File: src/core_seq_pkg.sv
// constants and types for the core sequencer
package core_seq_pkg;
    localparam int PC_W = 21;
    localparam logic [PC_W-1:0] PC_STEP = 21'h00_0002;
    localparam logic [PC_W-1:0] PC_RESET = 21'h00_0000;
    // flag bit positions
    localparam int FLAG_C = 0;
    localparam int FLAG_DC = 1;
    localparam int FLAG_Z = 2;
    localparam int FLAG_OV = 3;
    localparam int FLAG_N = 4;
    localparam logic [7:0] FLAG_MASK = 8'h1F;
    localparam logic [7:0] FLAGS_RESET = 8'h00;
    // wishbone register offsets (byte addresses)
    localparam logic [7:0] ADDR_FLAGS = 8'h00;
    localparam logic [7:0] ADDR_PTR = 8'h04;
    localparam logic [7:0] ADDR_LATCH = 8'h08;
    localparam logic [7:0] ADDR_CTRL = 8'h0C;
    // alu operation codes carried in the latched word, bits 15:12
    localparam logic [3:0] OP_NOP = 4'h0;
    localparam logic [3:0] OP_ADD = 4'h1;
    localparam logic [3:0] OP_SUB = 4'h2;
    localparam logic [3:0] OP_AND = 4'h3;
    localparam logic [3:0] OP_IOR = 4'h4;
    localparam logic [3:0] OP_XOR = 4'h5;
    localparam logic [3:0] OP_CLR = 4'h6;
    localparam logic [3:0] OP_RRC = 4'h7;
    localparam logic [3:0] OP_RLC = 4'h8;
    localparam logic [3:0] OP_MOV = 4'h9;
    localparam logic [3:0] OP_SWAP = 4'hA;
    localparam logic [3:0] OP_BCLR = 4'hB;
    localparam logic [3:0] OP_BSET = 4'hC;
    localparam logic [3:0] OP_JMP = 4'hD;
    localparam logic [3:0] OP_BRA = 4'hE;
    localparam logic [3:0] OP_CALL = 4'hF;
    // phases of one instruction cycle, gray coded
    typedef enum logic [1:0] {
        PH_ONE = 2'b00,
        PH_TWO = 2'b01,
        PH_THREE = 2'b11,
        PH_FOUR = 2'b10
    } phase_t;
endpackage

File: src/core_seq.sv
// fetch/execute sequencer with alu flag register and wishbone view
//
// Function
// - four phases per instruction cycle
// - fetch next while executing current
// - pointer change flushes, costs two cycles
// - pointer increments in phase one
// - latch word phase one, execute after
// - operand read phase two, write phase four
// - program memory byte addressed, even aligned
// - pointer steps by two, bit zero zero
// - jump/call load word address bits 12:1, bits 20:13 cleared
// - relative branch offset counted in words
// - flag register writable as any destination
// - flag writes suppressed when alu sets flags
// - clear on flags leaves 000u u1uu
// - negative copies result msb
// - digit carry from bit 3; rotates
// - carry out of msb for add/sub
// - rotate through carry loads shifted bit
// - subtract adds two's complement, inverted borrow
`timescale 1ns/100ps
module core_seq
    import core_seq_pkg::*;
#(
    parameter int DADDR_W = 8 // data memory address width
) (
    input wire logic clk_i, // core clock
    input wire logic rst_i, // synchronous reset, high
    output logic [PC_W-1:0] pmem_addr_o, // program byte address
    output logic pmem_rd_o, // program read strobe
    input wire logic [15:0] pmem_data_i, // instruction word
    output logic [DADDR_W-1:0] dmem_addr_o, // data address
    output logic dmem_rd_o, // operand read strobe
    input wire logic [7:0] dmem_rdata_i, // operand data
    output logic dmem_we_o, // destination write strobe
    output logic [7:0] dmem_wdata_o, // destination data
    output logic [7:0] accum_o, // working register
    output logic [1:0] phase_o, // current phase
    input wire logic [31:0] wb_adr_i, // wishbone address
    input wire logic [31:0] wb_dat_i, // wishbone write data
    output logic [31:0] wb_dat_o, // wishbone read data
    input wire logic wb_we_i, // wishbone write
    input wire logic [3:0] wb_sel_i, // byte lanes
    input wire logic wb_cyc_i, // cycle
    input wire logic wb_stb_i, // strobe
    output logic wb_ack_o // acknowledge
);
    initial begin
        // the file address field of the word is eight bits wide
        if (DADDR_W < 1 || DADDR_W > 8) begin
            $error("core_seq: DADDR_W out of range");
        end
    end

    localparam logic [DADDR_W-1:0] FLAGS_DADDR = {DADDR_W{1'b1}};

    typedef struct packed {
        phase_t ph;
        logic [PC_W-1:0] pc;
        logic [15:0] fetch;
        logic [15:0] ir;
        logic ir_valid;
        logic fetch_valid;
        logic flush;
        logic [7:0] opnd;
        logic [7:0] res;
        logic [7:0] wreg;
        logic [4:0] flags;
        logic [4:0] newf;
        logic setf;
        logic wr;
        logic run;
        logic ack;
        logic [31:0] rdat;
    } state_t;

    state_t s_q, s_d;

    // decoded fields of the executing word
    logic [3:0] op;
    logic [7:0] fld;
    logic tgt_flags;
    logic wb_req;
    logic [8:0] sum;
    logic [4:0] nib;
    logic [7:0] b;
    logic cin;
    logic [PC_W-1:0] br_off;

    assign op = s_q.ir[15:12];
    assign fld = s_q.ir[7:0];
    // flag register reached by the select bit or by the all-ones file address
    assign tgt_flags = (fld[DADDR_W-1:0] == FLAGS_DADDR) | s_q.ir[11];
    assign wb_req = wb_cyc_i & wb_stb_i & ~s_q.ack;
    assign br_off = {{(PC_W-9){fld[7]}}, fld, 1'b0}; // word offset to bytes

    ////////////////////////////////////////////////////////////////////////
    // next state
    always_comb begin
        s_d = s_q;
        s_d.ack = wb_req;
        b = 8'h00;
        cin = 1'b0;
        sum = 9'h000;
        nib = 5'h00;
        case (s_q.ph)
            PH_ONE: begin
                s_d.ph = PH_TWO;
                if (s_q.run) begin
                    s_d.ir = s_q.fetch;
                    s_d.ir_valid = s_q.fetch_valid & ~s_q.flush; // discarded slot
                    s_d.flush = 1'b0;
                    // no step right after a pointer load, so the target word itself is fetched next
                    if (s_q.fetch_valid && !s_q.flush) begin
                        s_d.pc = s_q.pc + PC_STEP;
                    end
                end else begin
                    s_d.ir_valid = 1'b0; // a stopped core must not replay the last word
                end
            end
            PH_TWO: begin
                s_d.ph = PH_THREE;
                s_d.opnd = tgt_flags ? {3'b000, s_q.flags} : dmem_rdata_i;
            end
            PH_THREE: begin
                s_d.ph = PH_FOUR;
                s_d.setf = 1'b0;
                s_d.wr = 1'b0;
                s_d.newf = s_q.flags;
                s_d.res = s_q.opnd;
                if (s_q.ir_valid) begin
                    b = s_q.wreg;
                    cin = 1'b0;
                    if (op == OP_SUB) begin
                        b = ~s_q.wreg;
                        cin = 1'b1;
                    end
                    sum = {1'b0, s_q.opnd} + {1'b0, b} + {8'h00, cin};
                    nib = {1'b0, s_q.opnd[3:0]} + {1'b0, b[3:0]} + {4'h0, cin};
                    case (op)
                        OP_ADD, OP_SUB: begin
                            s_d.res = sum[7:0];
                            s_d.setf = 1'b1;
                            s_d.newf[FLAG_C] = sum[8];
                            s_d.newf[FLAG_DC] = nib[4];
                            s_d.newf[FLAG_OV] = (s_q.opnd[7] == b[7]) & (sum[7] != s_q.opnd[7]);
                        end
                        OP_AND: s_d.res = s_q.opnd & s_q.wreg;
                        OP_IOR: s_d.res = s_q.opnd | s_q.wreg;
                        OP_XOR: s_d.res = s_q.opnd ^ s_q.wreg;
                        OP_CLR: s_d.res = 8'h00;
                        OP_RRC: begin
                            s_d.res = {s_q.flags[FLAG_C], s_q.opnd[7:1]};
                            s_d.newf[FLAG_C] = s_q.opnd[0];
                            s_d.newf[FLAG_DC] = s_q.opnd[4];
                        end
                        OP_RLC: begin
                            s_d.res = {s_q.opnd[6:0], s_q.flags[FLAG_C]};
                            s_d.newf[FLAG_C] = s_q.opnd[7];
                            s_d.newf[FLAG_DC] = s_q.opnd[3];
                        end
                        OP_MOV: s_d.res = s_q.wreg;
                        OP_SWAP: s_d.res = {s_q.opnd[3:0], s_q.opnd[7:4]};
                        OP_BCLR: s_d.res = s_q.opnd & ~(8'h01 << s_q.ir[10:8]);
                        OP_BSET: s_d.res = s_q.opnd | (8'h01 << s_q.ir[10:8]);
                        default: s_d.res = s_q.opnd;
                    endcase
                    // logic and rotate ops also drive n and z; clear drives z alone
                    if (op == OP_ADD || op == OP_SUB || op == OP_AND || op == OP_IOR || op == OP_XOR ||
                        op == OP_CLR || op == OP_RRC || op == OP_RLC) begin
                        s_d.setf = 1'b1;
                        if (op != OP_CLR) begin
                            s_d.newf[FLAG_N] = s_d.res[7];
                        end
                        s_d.newf[FLAG_Z] = (s_d.res == 8'h00);
                    end
                    s_d.wr = (op != OP_NOP) && (op < OP_JMP);
                end
            end
            PH_FOUR: begin
                s_d.ph = PH_ONE;
                if (s_q.wr && tgt_flags) begin
                    // alu flags win over the stored value
                    s_d.flags = s_q.setf ? s_q.newf : s_q.res[4:0];
                end else begin
                    s_d.flags = s_q.newf;
                end
                if (s_q.ir_valid && s_q.ir[11] == 1'b0 && s_q.wr && !tgt_flags && op == OP_MOV) begin
                    s_d.wreg = s_q.wreg;
                end
                if (s_q.ir_valid && (op == OP_JMP || op == OP_CALL)) begin
                    s_d.pc = {8'h00, s_q.ir[11:0], 1'b0}; // word address to bits 12:1, bits 20:13 cleared
                    s_d.flush = 1'b1;
                end else if (s_q.ir_valid && op == OP_BRA) begin
                    s_d.pc = s_q.pc + br_off;
                    s_d.flush = 1'b1;
                end
                // next word fetched while this one executes
                s_d.fetch = pmem_data_i;
                s_d.fetch_valid = s_q.run;
            end
            default: s_d.ph = PH_ONE;
        endcase
        s_d.pc[0] = 1'b0;
        ////////////////////////////////////////////////////////////////////
        // wishbone writes: accumulator and run control
        if (wb_req && wb_we_i && wb_sel_i[0]) begin
            case (wb_adr_i[7:0])
                ADDR_CTRL: s_d.run = wb_dat_i[0];
                ADDR_PTR: s_d.wreg = wb_dat_i[7:0];
                default: s_d.run = s_d.run;
            endcase
        end
        // wishbone reads, unmapped reads zero
        case (wb_adr_i[7:0])
            ADDR_FLAGS: s_d.rdat = {24'h00_0000, 3'b000, s_q.flags};
            ADDR_PTR: s_d.rdat = {11'h000, s_q.pc};
            ADDR_LATCH: s_d.rdat = {16'h0000, s_q.ir};
            ADDR_CTRL: s_d.rdat = {23'h00_0000, s_q.wreg, s_q.run};
            default: s_d.rdat = 32'h0000_0000;
        endcase
    end

    ////////////////////////////////////////////////////////////////////////
    // state register; flags reset to a fixed value although software must not rely on it
    always_ff @(posedge clk_i) begin
        if (rst_i) begin
            s_q <= '0;
            s_q.pc <= PC_RESET;
            s_q.flags <= FLAGS_RESET[4:0];
        end else begin
            s_q <= s_d;
        end
    end

    ////////////////////////////////////////////////////////////////////////
    // outputs
    assign pmem_addr_o = s_q.pc;
    assign pmem_rd_o = s_q.run && (s_q.ph == PH_FOUR);
    assign dmem_addr_o = fld[DADDR_W-1:0];
    assign dmem_rd_o = s_q.ir_valid && (s_q.ph == PH_TWO) && !tgt_flags;
    assign dmem_we_o = s_q.wr && (s_q.ph == PH_FOUR) && !tgt_flags;
    assign dmem_wdata_o = s_q.res;
    assign accum_o = s_q.wreg;
    assign phase_o = s_q.ph;
    assign wb_dat_o = s_q.ack ? s_q.rdat : 32'h0000_0000;
    assign wb_ack_o = s_q.ack;
endmodule // core_seq

File: config.mk
export PLATFORM = sky130hd
export DESIGN_NAME = core_seq
export DESIGN_NICKNAME = d
export VERILOG_FILES = /design/src/core_seq_pkg.sv /design/src/core_seq.sv
export SDC_FILE = /design/constraint.sdc
export NUM_CORES = 1
export LEC_CHECK = 0
export BUFFER_PORTS_ARGS = -buffer_cell sky130_fd_sc_hd__buf_4
export CAP_MARGIN = 20
export CORE_ASPECT_RATIO = 0.75
export CORE_MARGIN = 1.5
export CORE_UTILIZATION = 58
export DETAILED_ROUTE_END_ITERATION = 7
export PLACE_DENSITY = 0.95
export SLEW_MARGIN = 40
export SYNTH_ARGS = -nofsm -noshare
export SYNTH_HDL_FRONTEND = slang
export SYNTH_SLANG_ARGS = --single-unit
File: constraint.sdc
create_clock -name clk_i -period 5.5 [get_ports clk_i]
set_input_delay 0.275 -clock clk_i [delete_from_list [all_inputs] [get_ports clk_i]]
set_output_delay 0.275 -clock clk_i [all_outputs]
set_load 0.01 [all_outputs]
==> impl_metrics.toml <==
[outcome]
status = "finished clean"

[floorplan]
die_h_um = 107
fp.coreArea_um2 = 13900
initial_utilization = 0.601
die_width_um = 142
num_io_pins = 180
dieArea_um2 = 15100
rows = 37

[clock_tree]
clockBufferDepth = 2
clock_sinks = 116
htree_levels = 4
cts.clk_slew.worst_paths_ns = 0.06
clk_root_buffer_cell = "clkbuf_16"
cts_resized = 0
holdBufCountCts = 0
clk_latency_ns = 0.43
numCtsBuffers = 17
cts_tree = "yes"
cts_setup_buffers = 0

[routing]
post_drt_wl_per_cell_um = 20.6
drcViolationCount = 0
vias = 8679
dr.first_iter.drc_count = 1513
ant_nets = 0
dr.pass1.iters = 8
finalWirelength_mm = 26.9
drt-vias-per-instance = 6.67

[power_and_ir_drop]
leakagePower_nw = 3.74
total_power_mw = 2.18
pwr_density_cell_nw_per_um2 = 232
ir_drop_uv = 251

[sta]
setup_ws_ns = 1.91
finalSetupViolations = 0
fin_tns_setup_ns = 0
rsz0062_at_grt = "no"
hold_viol_final = 0
fmax_mhz = 279
fin_crit_sh = 0.652
slew-limit-headroom = 0.428
period_minus_slack_ns = 3.59
max_slew.worst_pin.slew_ns = 0.857
drv_slew = 0
finClkSkew_ns = 0.00969

[finish]
final_nets = 1240
layout_common_cells = "nand2_1 (146), buf_4 (126), dfxtp_1 (115)"
fin_util = 0.676
antenna_cells = 0
syn2layout_area_growth_pct = 12.5
fillers = 1120
fin_cells = 1301
layout_commonest_cell = "nand2_1"
layout-drive-gt1-share = 0.171

[worst_setup_path]
r2r_start = "op[0]$_SDFFE_PP0P_"
cp_common_cell = "xor2_1"
path_cells = "nor4b_4 -> buf_4 -> xor2_1 -> inv_1 -> fa_1 -> nand2b_1 -> a21oi_1 -> xor2_1 -> a2111oi_1 -> nand4_1 -> o32ai_1"
crit_fanout = 7
crit_family = "compound AO/OA/AOI/OAI gates"
worstPathBufferInverterCount = 2
crit_cells = 11
cp_slowest_cell = "a2111oi_1"
r2r_end = "s_q[38]$_SDFFE_PP0P_"
rr_worst_depth = 11
critPathRequiredTime_ns = 5.83
worstPathArrival_ns = 3.92
cp-start-kind = "flop"
slowest_delay_ns = 0.60
path_class = "flop to flop"
crit_path_end_kind = "flop"
r2r_slack_ns = 1.91

[yosys]
yosysWarningCount = 0
synth_cell_types = 84
synthArstFlopShare = 0
ys.flop_type = "dfxtp_1"
ys_ff_latch = 116
yosysTopAreaCell = "dfxtp_1"
syn_area_um2 = 8350
synth_edf_count = 0
ys_top_cells_by_area = "dfxtp_1 (28%), nand2_1 (6.6%), buf_4 (5.8%), a21oi_1 (5.3%), nor2_1 (4.4%)"
synth_cells = 1089
synth-seq-area-share = 0.278
synth.avg_cell_area_um2 = 7.67
netlist.area_leader.share = 0.278

[global_route]
overflow = 0
grt_max_degree = 61
grt_pass1_vias = 7802
antenna_found_initial = 0
grt_pass1_wl_mm = 42.0
grtUsageTotal = 0.354

[place]
dpl.cell_count = 1269
port_buffers = 116
post-dp-hpwl_mm = 18.6
globalplace.congestion = 0.974
pre_cts_slack_ns = 2.01

[hold_path]
hold_start = "wb_dat_i[7]"
hold_path.class = "input pin to flop"
hold_depth = 3
whs_endpoint = "accum_o[7]$_SDFFE_PP0P_"

[flow_run]
maxCapViolCount = 0
## flip-flops by register name, indices dropped and copies added, names as in the netlist
register      cells
dmem_wdata_o      8
s_q              65
op                4
accum_o           8
phase_o           2
wb_ack_o          1
dmem_addr_o       8
pmem_addr_o      20
## worst reg2reg max path, cell delays in order (launching register included)
cell	delay, ns
dfxtp_1	0.33
nor4b_4	0.47
buf_4	0.27
xor2_1	0.24
inv_1	0.10
fa_1	0.42
nand2b_1	0.19
a21oi_1	0.27
xor2_1	0.12
a2111oi_1	0.60
nand4_1	0.20
o32ai_1	0.29
## synthesized netlist by cell type (8+ instances only)
library cell	count
a211oi_1	20
a21o_1	9
a21oi_1	89
a22oi_1	18
a311oi_1	8
a31oi_1	12
and2_1	28
and3_1	16
buf_2	13
buf_4	64
clkbuf_1	42
dfxtp_1	116
ha_1	28
inv_1	18
mux2_2	8
mux2i_1	23
nand2_1	146
nand2b_1	13
nand3_1	27
nand3b_1	8
nand4_1	12
nor2_1	98
nor2b_1	19
nor3_1	16
nor4_1	8
o211ai_1	8
o21a_1	9
o21ai_0	49
xnor2_1	13
xor2_1	14
## how the worst max path moves through the flow
stage          slack [ns]               start                    to
4_1_cts              1.99  op[0]$_SDFFE_PP0P_  s_q[38]$_SDFFE_PP0P_
6_report             1.91  op[0]$_SDFFE_PP0P_  s_q[38]$_SDFFE_PP0P_
2_1_floorplan        2.61  op[0]$_SDFFE_PP0P_  s_q[38]$_SDFFE_PP0P_
3_5_place_dp         2.01  op[0]$_SDFFE_PP0P_  s_q[38]$_SDFFE_PP0P_
3_3_place_gp         1.97  op[0]$_SDFFE_PP0P_  s_q[38]$_SDFFE_PP0P_
5_1_grt              1.81  op[0]$_SDFFE_PP0P_  s_q[38]$_SDFFE_PP0P_
## metal layers
metal | vias up | wire, um | track usage | share of wire
met5 | - | 0 | 0 | 0
met4 | 0 | 965 | 0.134 | 0.036
met3 | 110 | 3980 | 0.0925 | 0.15
met2 | 715 | 10900 | 0.514 | 0.41
met1 | 3952 | 11000 | 0.501 | 0.41
li1 | 3902 | - | - | -
## cell type report
| cell class | instances | area [um2] | share of cell area |
|---|---|---|---|
| Clock buffer | 18 | 439 | 0.0468 |
| Clock inverter | 14 | 175 | 0.0186 |
| Inverter | 19 | 71.3 | 0.00759 |
| Multi-Input combinational cell | 833 | 5220 | 0.556 |
| Sequential cell | 116 | 2320 | 0.247 |
| Tap cell | 175 | 219 | 0.0233 |
| Timing Repair Buffer | 126 | 946 | 0.101 |
## stage by stage
step | hold slack (ns) | area, um2
global placement | 0.439 | 8750
global route | 0.105 | 9390
floorplan | 0.411 | 8390
CTS | 0.0792 | 9390
detailed placement | 0.445 | 8770
finish | 0.0753 | 9390
## power breakdown
group	internal [mW]	total [mW]	switching, mW	leakage [nW]
sequential	0.855	0.883	0.0278	0.939
clock	0.728	1.16	0.436	0.294
combinational	0.0536	0.133	0.0792	2.51
## cells by family after synthesis
| kind of cell | share of synthesized area |
|---|---|
| compound gates | 0.241 |
| xor+xnor | 0.0283 |
| fa+ha+maj | 0.0468 |
| buf+inv | 0.104 |
| flops | 0.278 |
| mux | 0.0384 |
| other cells | 0.000449 |
| simple gates | 0.263 |
Note: power is estimated with default switching activity, not from simulation.
